[src/verilog/grp_cfg_pkg.sv]
package grp_cfg_pkg;

    // ****************************************
    // register map
    // ****************************************
    localparam int          ADDR_W          = 8;             // register address width
    localparam int          DATA_W          = 16;            // register data width
    localparam logic [7:0]  GAIN_OFS_ADDR   = 8'h14;         // even_gain_offset_ch4
    localparam logic [7:0]  PAT_HPF_ADDR    = 8'h15;         // pattern_and_hpf_ctrl
    localparam logic [7:0]  INSEL_PAT_ADDR  = 8'h17;         // input_pair_and_pattern_ctrl
    localparam logic [15:0] REG_RESET_VAL   = 16'h0000;      // all fields zero after reset

    // ****************************************
    // field positions
    // ****************************************
    localparam int GAIN_LSB      = 11;  // even_gain_ch4 15-11
    localparam int GAIN_W        = 5;
    localparam int OFS_LSB       = 0;   // even_offset_ch4 9-0
    localparam int OFS_W         = 10;
    localparam int PRBS_LSB      = 12;  // prbs_on_out4..1 at 12..15
    localparam int PCODE1_LSB    = 9;   // pattern_code_out1 11-9
    localparam int PCODE2_LSB    = 6;   // pattern_code_out2 8-6
    localparam int ROUND_BIT     = 5;   // filter_round_enable_grp
    localparam int CORNER_LSB    = 1;   // filter_corner_k_grp 4-1
    localparam int CORNER_W      = 4;
    localparam int FILT_EN_BIT   = 0;   // filter_enable_grp
    localparam int PAIR_LSB      = 8;   // input_pair_sel_ch4..1 at 8..11
    localparam int PCODE3_LSB    = 5;   // pattern_code_out3 7-5
    localparam int PCODE4_LSB    = 2;   // pattern_code_out4 4-2
    localparam int PCODE_W       = 3;

    // writable masks: reserved positions keep zero
    localparam logic [15:0] GAIN_OFS_MASK  = 16'hfbff;
    localparam logic [15:0] PAT_HPF_MASK   = 16'hffff;
    localparam logic [15:0] INSEL_PAT_MASK = 16'h0ffc;

    // ****************************************
    // corner limits and carriers
    // ****************************************
    localparam logic [3:0] CORNER_K_MIN = 4'h2;
    localparam logic [3:0] CORNER_K_MAX = 4'ha;

    typedef enum logic [1:0] {
        BUS_IDLE  = 2'b00,
        BUS_WRITE = 2'b01,
        BUS_READ  = 2'b11
    } bus_state_t;

    // test pattern controls for one output
    typedef struct packed {
        logic       prbs_en;   // pseudo-random pattern switched on
        logic [2:0] code;      // pattern code
    } lane_pat_t;

    // correction and filter controls
    typedef struct packed {
        logic [4:0] gain_n;      // gain steps of 0.2 dB
        logic [9:0] offset;      // two's complement, 14-bit lsb
        logic       gain_on;     // gain applied
        logic       offset_on;   // offset applied
        logic       filt_en;     // filter enabled
        logic [3:0] corner_k;    // filter corner k
        logic       round_en;    // round instead of truncate
    } corr_cfg_t;

    // field extraction used in several places
    function automatic logic [2:0] field3(input logic [15:0] word, input int lsb);
        field3 = word[lsb +: 3];
    endfunction : field3

endpackage : grp_cfg_pkg

[src/verilog/adc_group_digital_config.sv]
// Functional notes
// - gain field sets N times 0.2 dB
// - subtract ten-bit signed offset, 14-bit lsb
// - bits 15..12 put prbs on outputs 1..4
// - outputs 1,2 codes from bits 11-9, 8-6
// - outputs 3,4 codes from select register
// - bit 5 rounds filter output, else truncates
// - filter corner k in bits 4-1, 2..10
// - bit 0 enables high-pass filter, default off
// - bits 11..8 pick upper input pairs
// - all fields read zero after reset
//
// Our own choice: strobed register access.
`timescale 1ns/1ps
`default_nettype none
module adc_group_digital_config
    import grp_cfg_pkg::*;
(
    // clock and reset
    input  wire logic              clk_i,
    input  wire logic              rst_i,
    // register port
    input  wire logic [ADDR_W-1:0] addr_i,
    input  wire logic [DATA_W-1:0] wdata_i,
    input  wire logic              wr_i,
    input  wire logic              rd_i,
    output logic [DATA_W-1:0]      rdata_o,
    // global enables from other registers
    input  wire logic              global_gain_enable_i,
    input  wire logic              global_offset_enable_i,
    input  wire logic              per_output_pattern_select_i,
    // correction and filter controls
    output corr_cfg_t              corr_o,
    output logic                   corner_k_bad_o,
    // test pattern controls, one per output
    output lane_pat_t              lane_o [4],
    // input pair selects, bit n-1 for converter n
    output logic [3:0]             input_pair_sel_o
);

    // ****************************************
    // register storage
    // ****************************************
    logic [15:0] gain_ofs_reg;    // even_gain_offset_ch4
    logic [15:0] pat_hpf_reg;     // pattern_and_hpf_ctrl
    logic [15:0] insel_pat_reg;   // input_pair_and_pattern_ctrl
    logic [15:0] rdata_next;      // read mux result
    bus_state_t  bus_reg;         // last bus action, for observation

    // writes; reserved bits are masked so they always read zero,
    // which keeps readback honest even if software ignores the zero rule
    always_ff @(posedge clk_i) begin
        if (rst_i) begin
            gain_ofs_reg  <= REG_RESET_VAL;
            pat_hpf_reg   <= REG_RESET_VAL;
            insel_pat_reg <= REG_RESET_VAL;
        end else if (wr_i) begin
            case (addr_i)
                GAIN_OFS_ADDR:  gain_ofs_reg  <= wdata_i & GAIN_OFS_MASK;
                PAT_HPF_ADDR:   pat_hpf_reg   <= wdata_i & PAT_HPF_MASK;
                INSEL_PAT_ADDR: insel_pat_reg <= wdata_i & INSEL_PAT_MASK;
                default: ;      // unmapped write ignored
            endcase
        end
    end

    // read mux; unmapped addresses answer zero
    always_comb begin
        case (addr_i)
            GAIN_OFS_ADDR:  rdata_next = gain_ofs_reg;
            PAT_HPF_ADDR:   rdata_next = pat_hpf_reg;
            INSEL_PAT_ADDR: rdata_next = insel_pat_reg;
            default:        rdata_next = 16'h0000;
        endcase
    end

    // read data valid only the cycle after the strobe
    always_ff @(posedge clk_i) begin
        if (rst_i) begin
            rdata_o <= 16'h0000;
        end else if (rd_i) begin
            rdata_o <= rdata_next;
        end else begin
            rdata_o <= 16'h0000;
        end
    end

    // bus activity tracker
    always_ff @(posedge clk_i) begin
        if (rst_i) begin
            bus_reg <= BUS_IDLE;
        end else begin
            case ({rd_i, wr_i})
                2'b01:   bus_reg <= BUS_WRITE;
                2'b10:   bus_reg <= BUS_READ;
                default: bus_reg <= BUS_IDLE;
            endcase
        end
    end

    // ****************************************
    // decoded controls
    // ****************************************
    grp_corr_cfg u_corr (
        .global_gain_enable_i   (global_gain_enable_i),
        .global_offset_enable_i (global_offset_enable_i),
        .gain_ofs_i             (gain_ofs_reg),
        .pat_hpf_i              (pat_hpf_reg),
        .corr_o                 (corr_o),
        .corner_k_bad_o         (corner_k_bad_o)
    );

    grp_pattern_sel u_pat (
        .per_output_pattern_select_i (per_output_pattern_select_i),
        .pat_hpf_i                   (pat_hpf_reg),
        .insel_pat_i                 (insel_pat_reg),
        .lane_o                      (lane_o)
    );

    // converter n takes bit 12-n; set means the upper pair
    always_comb begin
        for (int i = 0; i < 4; i++) begin
            input_pair_sel_o[i] = insel_pat_reg[PAIR_LSB + 3 - i];
        end
    end

    // ****************************************
    // assertions
    // ****************************************
    property p_gain_follows;
        @(posedge clk_i) disable iff (rst_i)
        (wr_i && addr_i == GAIN_OFS_ADDR && global_gain_enable_i) ##1 global_gain_enable_i
            |-> corr_o.gain_n == $past(wdata_i[15:11]);
    endproperty
    a_gain_follows: assert property (p_gain_follows) else $error("gain not taken");

    property p_offset_follows;
        @(posedge clk_i) disable iff (rst_i)
        (wr_i && addr_i == GAIN_OFS_ADDR && global_offset_enable_i) ##1 global_offset_enable_i
            |-> corr_o.offset == $past(wdata_i[9:0]);
    endproperty
    a_offset_follows: assert property (p_offset_follows) else $error("offset not taken");

    property p_prbs1;
        @(posedge clk_i) disable iff (rst_i)
        (wr_i && addr_i == PAT_HPF_ADDR) ##1 per_output_pattern_select_i
            |-> lane_o[0].prbs_en == $past(wdata_i[15]);
    endproperty
    a_prbs1: assert property (p_prbs1) else $error("prbs out1 wrong");

    property p_code2;
        @(posedge clk_i) disable iff (rst_i)
        (wr_i && addr_i == PAT_HPF_ADDR && per_output_pattern_select_i) ##1 per_output_pattern_select_i
            |-> lane_o[1].code == $past(wdata_i[8:6]);
    endproperty
    a_code2: assert property (p_code2) else $error("code out2 wrong");

    property p_code4;
        @(posedge clk_i) disable iff (rst_i)
        (wr_i && addr_i == INSEL_PAT_ADDR) ##1 per_output_pattern_select_i
            |-> lane_o[3].code == $past(wdata_i[4:2]);
    endproperty
    a_code4: assert property (p_code4) else $error("code out4 wrong");

    property p_round;
        @(posedge clk_i) disable iff (rst_i)
        (wr_i && addr_i == PAT_HPF_ADDR) |=> corr_o.round_en == $past(wdata_i[5]);
    endproperty
    a_round: assert property (p_round) else $error("round bit wrong");

    property p_corner;
        @(posedge clk_i) disable iff (rst_i)
        (wr_i && addr_i == PAT_HPF_ADDR) |=>
            corr_o.corner_k == $past(wdata_i[4:1]) && corr_o.filt_en == $past(wdata_i[0]);
    endproperty
    a_corner: assert property (p_corner) else $error("filter field wrong");

    property p_pair1;
        @(posedge clk_i) disable iff (rst_i)
        (wr_i && addr_i == INSEL_PAT_ADDR) |=> input_pair_sel_o[0] == $past(wdata_i[11]);
    endproperty
    a_pair1: assert property (p_pair1) else $error("pair select wrong");

    property p_reset_zero;
        @(posedge clk_i)
        $past(rst_i) |-> (gain_ofs_reg == 16'h0000 && pat_hpf_reg == 16'h0000 && insel_pat_reg == 16'h0000);
    endproperty
    a_reset_zero: assert property (p_reset_zero) else $error("reset value not zero");

    property p_reserved_zero;
        @(posedge clk_i) disable iff (rst_i)
        (rd_i && addr_i == INSEL_PAT_ADDR) |=> rdata_o[15:12] == 4'h0 && rdata_o[1:0] == 2'h0;
    endproperty
    a_reserved_zero: assert property (p_reserved_zero) else $error("reserved bit read one");

    property p_filter_en;
        @(posedge clk_i) disable iff (rst_i)
        $past(rst_i) |-> !corr_o.filt_en && !corner_k_bad_o;
    endproperty
    a_filter_en: assert property (p_filter_en) else $error("filter enable wrong");

    property p_read_back;
        @(posedge clk_i) disable iff (rst_i)
        (rd_i && addr_i == PAT_HPF_ADDR) |=> rdata_o == pat_hpf_reg;
    endproperty
    a_read_back: assert property (p_read_back) else $error("readback mismatch");

    property p_gain_gated;
        @(posedge clk_i) disable iff (rst_i)
        !global_gain_enable_i |-> corr_o.gain_n == 5'h00 && !corr_o.gain_on;
    endproperty
    a_gain_gated: assert property (p_gain_gated) else $error("gain not gated");

    property p_offset_gated;
        @(posedge clk_i) disable iff (rst_i)
        !global_offset_enable_i |-> corr_o.offset == 10'h000 && !corr_o.offset_on;
    endproperty
    a_offset_gated: assert property (p_offset_gated) else $error("offset not gated");

    property p_prbs2;
        @(posedge clk_i) disable iff (rst_i)
        (wr_i && addr_i == PAT_HPF_ADDR) ##1 per_output_pattern_select_i
            |-> lane_o[1].prbs_en == $past(wdata_i[14]);
    endproperty
    a_prbs2: assert property (p_prbs2) else $error("prbs out2 wrong");

    property p_prbs3;
        @(posedge clk_i) disable iff (rst_i)
        (wr_i && addr_i == PAT_HPF_ADDR) ##1 per_output_pattern_select_i
            |-> lane_o[2].prbs_en == $past(wdata_i[13]);
    endproperty
    a_prbs3: assert property (p_prbs3) else $error("prbs out3 wrong");

    property p_prbs4;
        @(posedge clk_i) disable iff (rst_i)
        (wr_i && addr_i == PAT_HPF_ADDR) ##1 per_output_pattern_select_i
            |-> lane_o[3].prbs_en == $past(wdata_i[12]);
    endproperty
    a_prbs4: assert property (p_prbs4) else $error("prbs out4 wrong");

    property p_prbs_gated;
        @(posedge clk_i) disable iff (rst_i)
        !per_output_pattern_select_i |->
            !lane_o[0].prbs_en && !lane_o[1].prbs_en && !lane_o[2].prbs_en && !lane_o[3].prbs_en;
    endproperty
    a_prbs_gated: assert property (p_prbs_gated) else $error("prbs not gated");

    property p_code1;
        @(posedge clk_i) disable iff (rst_i)
        (wr_i && addr_i == PAT_HPF_ADDR) ##1 per_output_pattern_select_i
            |-> lane_o[0].code == $past(wdata_i[11:9]);
    endproperty
    a_code1: assert property (p_code1) else $error("code out1 wrong");

    property p_code3;
        @(posedge clk_i) disable iff (rst_i)
        (wr_i && addr_i == INSEL_PAT_ADDR) ##1 per_output_pattern_select_i
            |-> lane_o[2].code == $past(wdata_i[7:5]);
    endproperty
    a_code3: assert property (p_code3) else $error("code out3 wrong");

    property p_code_gated;
        @(posedge clk_i) disable iff (rst_i)
        !per_output_pattern_select_i |->
            lane_o[0].code == 3'h0 && lane_o[1].code == 3'h0 && lane_o[2].code == 3'h0 && lane_o[3].code == 3'h0;
    endproperty
    a_code_gated: assert property (p_code_gated) else $error("codes not gated");

    property p_pair_mid;
        @(posedge clk_i) disable iff (rst_i)
        (wr_i && addr_i == INSEL_PAT_ADDR) |=>
            {input_pair_sel_o[1], input_pair_sel_o[2]} == $past(wdata_i[10:9]);
    endproperty
    a_pair_mid: assert property (p_pair_mid) else $error("pair select 2,3 wrong");

    property p_pair4;
        @(posedge clk_i) disable iff (rst_i)
        (wr_i && addr_i == INSEL_PAT_ADDR) |=> input_pair_sel_o[3] == $past(wdata_i[8]);
    endproperty
    a_pair4: assert property (p_pair4) else $error("pair select 4 wrong");

    property p_k_bad;
        @(posedge clk_i) disable iff (rst_i)
        (wr_i && addr_i == PAT_HPF_ADDR && wdata_i[0]
            && (wdata_i[4:1] < CORNER_K_MIN || wdata_i[4:1] > CORNER_K_MAX)) |=> corner_k_bad_o;
    endproperty
    a_k_bad: assert property (p_k_bad) else $error("illegal k not flagged");

    property p_k_good;
        @(posedge clk_i) disable iff (rst_i)
        (wr_i && addr_i == PAT_HPF_ADDR && !(wdata_i[0]
            && (wdata_i[4:1] < CORNER_K_MIN || wdata_i[4:1] > CORNER_K_MAX))) |=> !corner_k_bad_o;
    endproperty
    a_k_good: assert property (p_k_good) else $error("legal k flagged");

    property p_reserved_gain;
        @(posedge clk_i) disable iff (rst_i)
        (rd_i && addr_i == GAIN_OFS_ADDR) |=> !rdata_o[10];
    endproperty
    a_reserved_gain: assert property (p_reserved_gain) else $error("reserved gain bit read one");

    // read data must not linger past its answer cycle
    property p_rdata_idle;
        @(posedge clk_i) disable iff (rst_i)
        !rd_i |=> rdata_o == 16'h0000;
    endproperty
    a_rdata_idle: assert property (p_rdata_idle) else $error("read data outside answer cycle");

    c_write_gain: cover property (@(posedge clk_i) wr_i && addr_i == GAIN_OFS_ADDR);
    c_read_after_write: cover property (@(posedge clk_i) wr_i ##1 rd_i);
    c_prbs_all: cover property (@(posedge clk_i) per_output_pattern_select_i && pat_hpf_reg[15:12] == 4'hf);
    c_bad_k: cover property (@(posedge clk_i) corner_k_bad_o);
    c_bus_read: cover property (@(posedge clk_i) bus_reg == BUS_READ);

endmodule : adc_group_digital_config
`default_nettype wire

[src/verilog/grp_corr_cfg.sv]
`timescale 1ns/1ps
`default_nettype none
module grp_corr_cfg
    import grp_cfg_pkg::*;
(
    // control
    input  wire logic              global_gain_enable_i,
    input  wire logic              global_offset_enable_i,
    input  wire logic [15:0]       gain_ofs_i,
    input  wire logic [15:0]       pat_hpf_i,
    // decoded controls
    output corr_cfg_t              corr_o,
    output logic                   corner_k_bad_o
);

    // ****************************************
    // correction and filter decode
    // ****************************************
    always_comb begin
        corr_o.gain_n    = global_gain_enable_i ? gain_ofs_i[GAIN_LSB +: GAIN_W] : 5'h00;
        corr_o.gain_on   = global_gain_enable_i;
        corr_o.offset    = global_offset_enable_i ? gain_ofs_i[OFS_LSB +: OFS_W] : 10'h000;
        corr_o.offset_on = global_offset_enable_i;
        corr_o.filt_en   = pat_hpf_i[FILT_EN_BIT];
        corr_o.corner_k  = pat_hpf_i[CORNER_LSB +: CORNER_W];
        corr_o.round_en  = pat_hpf_i[ROUND_BIT];
    end

    // flags an illegal k while the filter runs; software must avoid it
    assign corner_k_bad_o = pat_hpf_i[FILT_EN_BIT]
                          & ((pat_hpf_i[CORNER_LSB +: CORNER_W] < CORNER_K_MIN)
                          |  (pat_hpf_i[CORNER_LSB +: CORNER_W] > CORNER_K_MAX));

endmodule : grp_corr_cfg
`default_nettype wire

[src/verilog/grp_pattern_sel.sv]
`timescale 1ns/1ps
`default_nettype none
module grp_pattern_sel
    import grp_cfg_pkg::*;
(
    // control
    input  wire logic              per_output_pattern_select_i,
    input  wire logic [15:0]       pat_hpf_i,
    input  wire logic [15:0]       insel_pat_i,
    // lane controls
    output lane_pat_t              lane_o [4]
);

    // ****************************************
    // per-output pattern controls
    // ****************************************
    // gated so lanes see nothing unless individual selection is on
    always_comb begin
        for (int i = 0; i < 4; i++) begin
            lane_o[i].prbs_en = per_output_pattern_select_i & pat_hpf_i[PRBS_LSB + 3 - i];
        end
        lane_o[0].code = per_output_pattern_select_i ? field3(pat_hpf_i, PCODE1_LSB) : 3'h0;
        lane_o[1].code = per_output_pattern_select_i ? field3(pat_hpf_i, PCODE2_LSB) : 3'h0;
        lane_o[2].code = per_output_pattern_select_i ? field3(insel_pat_i, PCODE3_LSB) : 3'h0;
        lane_o[3].code = per_output_pattern_select_i ? field3(insel_pat_i, PCODE4_LSB) : 3'h0;
    end

endmodule : grp_pattern_sel
`default_nettype wire
[config.mk]
export PLATFORM = sky130hd
export DESIGN_NAME = adc_group_digital_config
export DESIGN_NICKNAME = d
export VERILOG_FILES = /design/src/verilog/grp_cfg_pkg.sv /design/src/verilog/adc_group_digital_config.sv /design/src/verilog/grp_corr_cfg.sv /design/src/verilog/grp_pattern_sel.sv
export SDC_FILE = /design/constraint.sdc
export NUM_CORES = 1
export LEC_CHECK = 0
export CAP_MARGIN = 0
export CELL_PAD_IN_SITES_DETAIL_PLACEMENT = 1
export CELL_PAD_IN_SITES_GLOBAL_PLACEMENT = 1
export CORE_MARGIN = 3
export CORE_UTILIZATION = 25
export DETAILED_ROUTE_END_ITERATION = 12
export DONT_BUFFER_PORTS = 1
export PLACE_DENSITY = 0.55
export SETUP_SLACK_MARGIN = 0.3
export SKIP_CTS_REPAIR_TIMING = 1
export SYNTH_ARGS = -nofsm -noshare
export SYNTH_HDL_FRONTEND = slang
export SYNTH_HIERARCHICAL = 1
export SYNTH_SLANG_ARGS = --single-unit
[constraint.sdc]
create_clock -name clk_i -period 2.5 [get_ports clk_i]
set_input_delay 0.125 -clock clk_i [delete_from_list [all_inputs] [get_ports clk_i]]
set_output_delay 0.125 -clock clk_i [all_outputs]
set_load 0.05 [all_outputs]
==> results of run 1 <==
[layer usage]
| layer | track usage [%] | up-vias |
|---|---|---|
| met5 | 0 | - |
| met2 | 20.02 | 58 |
| li1 | - | 898 |
| met4 | 3.941 | 0 |
| met1 | 15.03 | 919 |
| met3 | 4.858 | 5 |
[worst paths after layout]
path,cells past startpoint,to
worst max-delay path,2,corner_k_bad_o
worst min-delay path,2,gain_ofs_reg[4]
worst max register to register,3,rdata_o[2]
worst min register to register,2,rdata_o[6]
[critical path: cells and delay by family (launching register included)]
kind	cells	cell delay (ns)
flip-flops	1	0.72
AO/OA/AOI/OAI	1	0.47
AND/OR/NAND/NOR	1	0.21
[report_power, final]
group	leakage [nW]	switching (mW)	internal, mW
clock network	0.0778	0.370	0.343
logic	0.591	0.0355	0.0385
registers	0.459	0.00125	0.909
total	1.13	0.406	1.29
[stage by stage]
stage | instances | utilization (%) | hold WS, ns | setup slack [ns]
after floorplan | 278 | - | 0.3009 | 0.8147
after global placement | 392 | 26.56 | 0.2124 | 0.7792
after detailed placement | 392 | 26.56 | 0.2110 | 0.6992
after CTS | 406 | 27.99 | -0.1507 | 0.5999
after global routing | 414 | 28.85 | -0.00008843 | 0.5456
final | 414 | 28.85 | -0.01099 | 0.6354
[layout make-up]
class | count | area [sq um] | area share [%]
clock buffer | 10 | 127.6 | 4.210
clock inverter | 4 | 22.52 | 0.7429
inverter | 2 | 7.507 | 0.2476
multi-input combinational | 190 | 1420 | 46.84
sequential | 57 | 1141 | 37.64
tap | 136 | 170.2 | 5.613
timing repair buffer | 15 | 142.6 | 4.705
==> impl_metrics.ini, run 1 <==
[sta]
worst_slew_pin_slew_ns = 0.8415
period_share_pct = 74.58
finClkSkew_ns = 0.006208
finalHoldWorstSlack_ns = -0.01099
hold_viol = 3
grt_setup_unrepaired = no
slew_violations = 0
fmax_mhz = 536.3
slew_headroom_pct = 43.71
finalSetupViolCount = 0
post-route-min-period_ns = 1.865
fin_setup_tns_ns = 0

[drt]
wl_um = 7898
vias = 1880
routed-wl-met3_um = 488
top_layer = met4
routed_via_density = 4.541
met2WireLength_um = 3709
drtPass1Iterations = 4
drc_errors = 0
wl_per_cell_um = 19.08
final_antenna_net_count = 0
first_iter_violations = 39
route.layer.met1.wl_um = 3639

[synth]
yosys_warnings = 6
syn-num-nets = 309
syn_area_sq_um = 2756
synth.avg_cell_area_sq_um = 9.915
syn_inst = 278

[floorplanning]
fp.dieW_um = 111
die_h_um = 111
rows = 37
fp.dieArea_sq_um = 12320
coreArea_sq_um = 10510
ios = 91
start_util_pct = 26.23

[worst_setup_path]
r2r_start = pat_hpf_reg[2]
cp_slowest_cell = dfxtp_1
cp-end-kind = output pin
path_class = reg -> out
cp-start-kind = flip-flop
cpPeakStageDelay_ns = 0.72
cp.arrival_ns = 1.74
rrSetupSlack_ns = 1.10
cp-startpoint = pat_hpf_reg[2]
crit_fanout = 5
worstPathRequired_ns = 2.38
path_cells = and2_0 > o311a_1

[status]
status = finished with violations
failed_checks = negative hold slack

[placement]
dp_hpwl_um = 5165
place_area_sq_um = 2791
gp_congestion = 0.7071
port_buffers = 0

[global_route]
overflow = 0
grtUsageTotal_pct = 12.36
antenna_found_initial = 0
grt_pass1_wl_um = 11760
grt_max_degree = 59
first_global_vias = 2029

[layout]
fin_area_sq_um = 3032
final_nets = 306
layout-drive-gt1-share_pct = 16.55
antennaDiodeCount = 0
n_fill_cell = 1186
synthToLayoutAreaGrowth_pct = 9.986
most-common-layout-cells = 57 x nand2b_1, 57 x mux2i_1, 57 x dfxtp_1, 20 x and2_1, 12 x and2_2

[cts]
cts_tree = yes
cts-root-buf = clkbuf_8
cts_buffers = 9
h-tree-depth = 3
cts.sink_count = 57
clk_latency_ns = 0.33
clock_path_buffers = 2
clkSlewWorstSetupHoldPaths_ns = 0.07

[power]
power.density_nw_per_um2 = 559.7
power.leakage_nw = 1.128
totalPowerFinal_mw = 1.697
peakVddDrop_v = 0.0002583

[min_path]
min_from = rst_i
min_path_type = in -> reg

[job]
max_cap_viol_count = 0
Power figures use the tool's default switching activity.
==> run 2: changes to the inputs <==
--- a/config.mk
+++ b/config.mk
@@ -12,7 +12,7 @@
 export CORE_UTILIZATION = 25
 export DETAILED_ROUTE_END_ITERATION = 12
 export DONT_BUFFER_PORTS = 1
-export PLACE_DENSITY = 0.55
+export PLACE_DENSITY = 0.57
 export SETUP_SLACK_MARGIN = 0.3
 export SKIP_CTS_REPAIR_TIMING = 1
 export SYNTH_ARGS = -nofsm -noshare
==> constraint.sdc (replaced) <==
create_clock -name clk_i -period 1.56 [get_ports clk_i]
set_input_delay 0.078 -clock clk_i [delete_from_list [all_inputs] [get_ports clk_i]]
set_output_delay 0.078 -clock clk_i [all_outputs]
set_load 0.05 [all_outputs]
==> impl_metrics.ini, run 2 (same netlist as run 1, synthesis figures left out) <==
[drt]
final_antenna_net_count = 0
wl_um = 8409
drtPass1Iterations = 4
vias = 1969
drc_errors = 0
wl_per_cell_um = 19.38
first_iter_violations = 36
routed_via_density = 4.537

[cts]
cts_buffers = 9
clock_path_buffers = 2
cts.sink_count = 57
clkSlewWorstSetupHoldPaths_ns = 0.07
cts_tree = yes
clk_latency_ns = 0.33
cts-root-buf = clkbuf_8
h-tree-depth = 3

[floorplanning]
die_h_um = 111
fp.dieW_um = 111
fp.dieArea_sq_um = 12320
start_util_pct = 26.23
ios = 91
coreArea_sq_um = 10510
rows = 37

[global_route]
grt_pass1_wl_um = 12010
grtUsageTotal_pct = 12.54
grt_max_degree = 59
overflow = 0
first_global_vias = 2051
antenna_found_initial = 0

[sta]
post-route-min-period_ns = 1.367
fin_setup_tns_ns = 0
fmax_mhz = 731.3
grt_setup_unrepaired = yes
finClkSkew_ns = 0.008420
hold_viol = 2
period_share_pct = 87.66
slew_headroom_pct = 50.46
worst_slew_pin_slew_ns = 0.7407
finalHoldWorstSlack_ns = -0.01349
finalSetupViolCount = 0
slew_violations = 0

[layout]
antennaDiodeCount = 0
n_fill_cell = 1170
layout-drive-gt1-share_pct = 24.50
fin_area_sq_um = 3338
synthToLayoutAreaGrowth_pct = 21.11
multiInputGateArea_sq_um = 1459
fin_util_pct = 31.77
register_area_sq_um = 1142
most-common-layout-cells = 57 x nand2b_1, 57 x mux2i_1, 56 x dfxtp_1, 25 x and2_2, 16 x dlygate4sd3_1
final_nets = 325
finalNonFillerCells = 434

[placement]
dp_hpwl_um = 5117
gp_congestion = 0.6483
place_inst = 401
place_area_sq_um = 2900
port_buffers = 0

[worst_setup_path]
cpPeakStageDelay_ns = 0.33
cp_slowest_cell = dfxtp_1
critPathBufInv = 1
path_class = reg -> out
cp.arrival_ns = 1.29
path_cells = and2_0 > o311a_1 > buf_12
crit_fanout = 2
worstPathRequired_ns = 1.48
cp_top_family = flip-flops
cp-start-kind = flip-flop
cp-end-kind = output pin

[power]
p_int_mw = 2.437
p_comb_share_pct = 4.8
swShare_pct = 21.19
peakVddDrop_v = 0.0005373
power.density_nw_per_um2 = 926.2
switching_power_mw = 0.6553
power.leakage_nw = 1.275
p_seq_share_pct = 47.1
clkPwrFrac_pct = 48.0

[status]
status = finished with violations
failed_checks = negative hold slack

[job]
max_cap_viol_count = 0

[min_path]
min_path_type = in -> reg
## run 2: cell count changes in the layout (fill, tap and decap cells not counted), sizes merged
cell	before	now
buf	8	17
bufinv	0	1
clkbuf	10	13
clkinv	3	1
clkinvlp	1	0
dlygate4sd3	7	16
or4	1	2
## run 2: worst paths after layout
check	from	endpoint	slack, ns	cells past startpoint
worst max-delay path	pat_hpf_reg[1]	corner_k_bad_o	0.19	3
worst min-delay path	addr_i[0]	rdata_o[1]	-0.01	2
worst max register to register	pat_hpf_reg[3]	rdata_o[3]	0.58	3
worst min register to register	insel_pat_reg[5]	rdata_o[5]	0.47	2
## run 2: per-layer routing
metal  wire (um)  part of all wire, %  track usage [%]  vias up
li1            -                    -                -      935
met1        4094                   49            15.84      962
met2        3795                   45            20.02       64
met3         456                  5.4            5.349        8
met4          63                 0.75            2.463        0
met5           0                    0                0        -
## run 2: area by class of cell
type | count | area share, %
clock buffer | 13 | 5.360
clock inverter | 2 | 1.049
inverter | 2 | 0.2249
multi-input combinational | 191 | 43.70
sequential | 57 | 34.22
tap | 136 | 5.097
timing repair buffer | 33 | 10.34
## run 2: per-stage QoR
stage / hold WS, ns / worst slack, ns / power, mW
2_1_floorplan: 0.2539 / -0.07334 / 1.601
3_3_place_gp: 0.1569 / -0.03122 / 1.572
3_5_place_dp: 0.1569 / -0.07544 / 1.573
4_1_cts: -0.1991 / 0.1415 / 3.087
5_1_grt: 0.00009717 / 0.1374 / 3.236
6_report: -0.01349 / 0.1925 / 3.092
## run 2: power by group through the flow
| stage | logic, mW | clock network [mW] | registers, mW |
|---|---|---|---|
| 6_report | 0.149 | 1.49 | 1.46 |
| 4_1_cts | 0.0828 | 1.55 | 1.46 |
| 5_1_grt | 0.163 | 1.62 | 1.46 |
| 2_1_floorplan | 0.111 | 0 | 1.49 |
| 3_3_place_gp | 0.0825 | 0 | 1.49 |
| 3_5_place_dp | 0.0825 | 0 | 1.49 |
==> run 3: changes to the inputs <==
--- a/config.mk
+++ b/config.mk
@@ -9,10 +9,11 @@
 export CELL_PAD_IN_SITES_DETAIL_PLACEMENT = 1
 export CELL_PAD_IN_SITES_GLOBAL_PLACEMENT = 1
 export CORE_MARGIN = 3
-export CORE_UTILIZATION = 25
+export CORE_UTILIZATION = 42
 export DETAILED_ROUTE_END_ITERATION = 12
 export DONT_BUFFER_PORTS = 1
-export PLACE_DENSITY = 0.57
+export GPL_TIMING_DRIVEN = 0
+export PLACE_DENSITY = 0.82
 export SETUP_SLACK_MARGIN = 0.3
 export SKIP_CTS_REPAIR_TIMING = 1
 export SYNTH_ARGS = -nofsm -noshare
==> impl_metrics.ini, run 3 (same netlist as run 1, synthesis figures left out) <==
[worst_setup_path]
rrSetupSlack_ns = 0.49
cp-end-kind = flip-flop
reg2reg_to = rdata_o[2]
reg2reg_depth = 4
worstPathRequired_ns = 1.78
path_class = in -> reg
r2r_start = pat_hpf_reg[2]
cp.arrival_ns = 1.59
crit_fanout = 6
cp-start-kind = input port

[min_path]
hold_end = gain_ofs_reg[4]
hold-path-cell-count = 2
min_path_type = in -> reg
min_from = wdata_i[4]

[placement]
post-place-ws_ns = -0.4784
port_buffers = 0
gp_congestion = 0.7301
place_area_sq_um = 2859
dp_hpwl_um = 5209

[layout]
n_fill_cell = 690
multiInputGateArea_sq_um = 1448
antennaDiodeCount = 0
fin_area_sq_um = 3302
most-common-layout-cells = 57 x nand2b_1, 57 x mux2i_1, 54 x dfxtp_1, 24 x and2_2, 22 x buf_4
layout-drive-gt1-share_pct = 26.42
synthToLayoutAreaGrowth_pct = 19.79
register_area_sq_um = 1147
final_nets = 345

[floorplanning]
rows = 28
fp.dieArea_sq_um = 7571
ios = 91
fp.dieW_um = 87.01
start_util_pct = 44.96
coreArea_sq_um = 6131
die_h_um = 87.01

[sta]
slew_headroom_pct = 62.11
finalHoldWorstSlack_ns = -0.01493
worst_slack_ns = 0.1926
post-route-min-period_ns = 1.367
grt_setup_unrepaired = yes
fmax_mhz = 731.3
period_share_pct = 87.66
worst_slew_pin_slew_ns = 0.5683
fin_setup_tns_ns = 0
finalSetupViolCount = 0
hold_viol = 2
finClkSkew_ns = 0.003626
slew_violations = 0

[job]
max_cap_viol_count = 0

[global_route]
antenna_found_initial = 0
grtUsageTotal_pct = 21.10
grt_max_degree = 12
grt_pass1_wl_um = 11650
overflow = 0
first_global_vias = 2176

[cts]
clkSlewWorstSetupHoldPaths_ns = 0.06
cts_tree = yes
clock_path_buffers = 2
clk_latency_ns = 0.34
cts_buffers = 9
h-tree-depth = 3
cts-root-buf = clkbuf_8
cts.sink_count = 57

[power]
p_int_mw = 2.153
peakVddDrop_v = 0.0004415
p_comb_share_pct = 6.6
switching_power_mw = 0.6572
power.density_nw_per_um2 = 851.0
totalPowerFinal_mw = 2.810
power.leakage_nw = 1.319
swShare_pct = 23.39
clkPwrFrac_pct = 41.6
p_seq_share_pct = 51.8

[drt]
vias = 2106
wl_per_cell_um = 20.31
drc_errors = 0
wl_um = 7983
final_antenna_net_count = 0
routed_via_density = 5.359
drtPass1Iterations = 4
first_iter_violations = 38

[status]
status = finished with violations
failed_checks = negative hold slack
## run 3: cell types whose count changed in the layout (fill, tap and decap cells not counted), sizes merged
cell / previous run / this run
buf: 17 / 29
bufinv: 1 / 0
clkbuf: 13 / 25
clkinv: 1 / 0
dlygate4sd3: 16 / 15
or4: 2 / 1
## run 3: layout make-up
cell class              count  share of cell area, %
repair buffers             25                  7.351
inverters                   2                 0.2274
multi-input cells         190                  43.84
flip-flops and latches     57                  34.75
clock buffers              15                  4.737
well taps                  75                  2.842
plain buffers              29                  6.252
## run 3: worst max path at each step
| stage | from | endpoint | depth (start not counted) |
|---|---|---|---|
| 6_report | addr_i[6] | gain_ofs_reg[7] | 5 |
| 3_3_place_gp | addr_i[0] | pat_hpf_reg[0] | 5 |
| 4_1_cts | addr_i[0] | pat_hpf_reg[4] | 5 |
| 5_1_grt | addr_i[6] | pat_hpf_reg[4] | 5 |
| 3_5_place_dp | addr_i[0] | pat_hpf_reg[4] | 5 |
| 2_1_floorplan | addr_i[5] | gain_ofs_reg[11] | 5 |
## run 3: layer usage
| metal | part of all wire [%] | GRT usage (%) | routed length, um |
|---|---|---|---|
| met5 | 0 | 0 | 0 |
| met1 | 41 | 24.81 | 3305 |
| met2 | 50 | 35.20 | 4023 |
| met3 | 6.3 | 6.339 | 502 |
| met4 | 1.9 | 9.490 | 152 |
## run 3: through the flow
| stage | hold slack, ns | util, % | cells |
|---|---|---|---|
| 2_1_floorplan | 0.2539 | - | 278 |
| 5_1_grt | 0.01082 | 53.86 | 393 |
| 4_1_cts | -0.08619 | 49.18 | 368 |
| 3_3_place_gp | 0.2667 | 46.63 | 353 |
| 6_report | -0.01493 | 53.86 | 393 |
| 3_5_place_dp | 0.2740 | 46.63 | 353 |
## run 3: power by group through the flow
stage	registers, mW	logic, mW	clock network, mW
after detailed placement	1.49	0.152	0
after CTS	1.46	0.152	1.19
after global placement	1.49	0.150	0
final	1.46	0.185	1.17
after global routing	1.46	0.198	1.27
after floorplan	1.49	0.111	0
## run 3: worst max-delay path: stages
cell,delay (ns)
or4b_4,0.52
or4_4,0.56
buf_8,0.16
clkbuf_16,0.16
mux2i_1,0.12
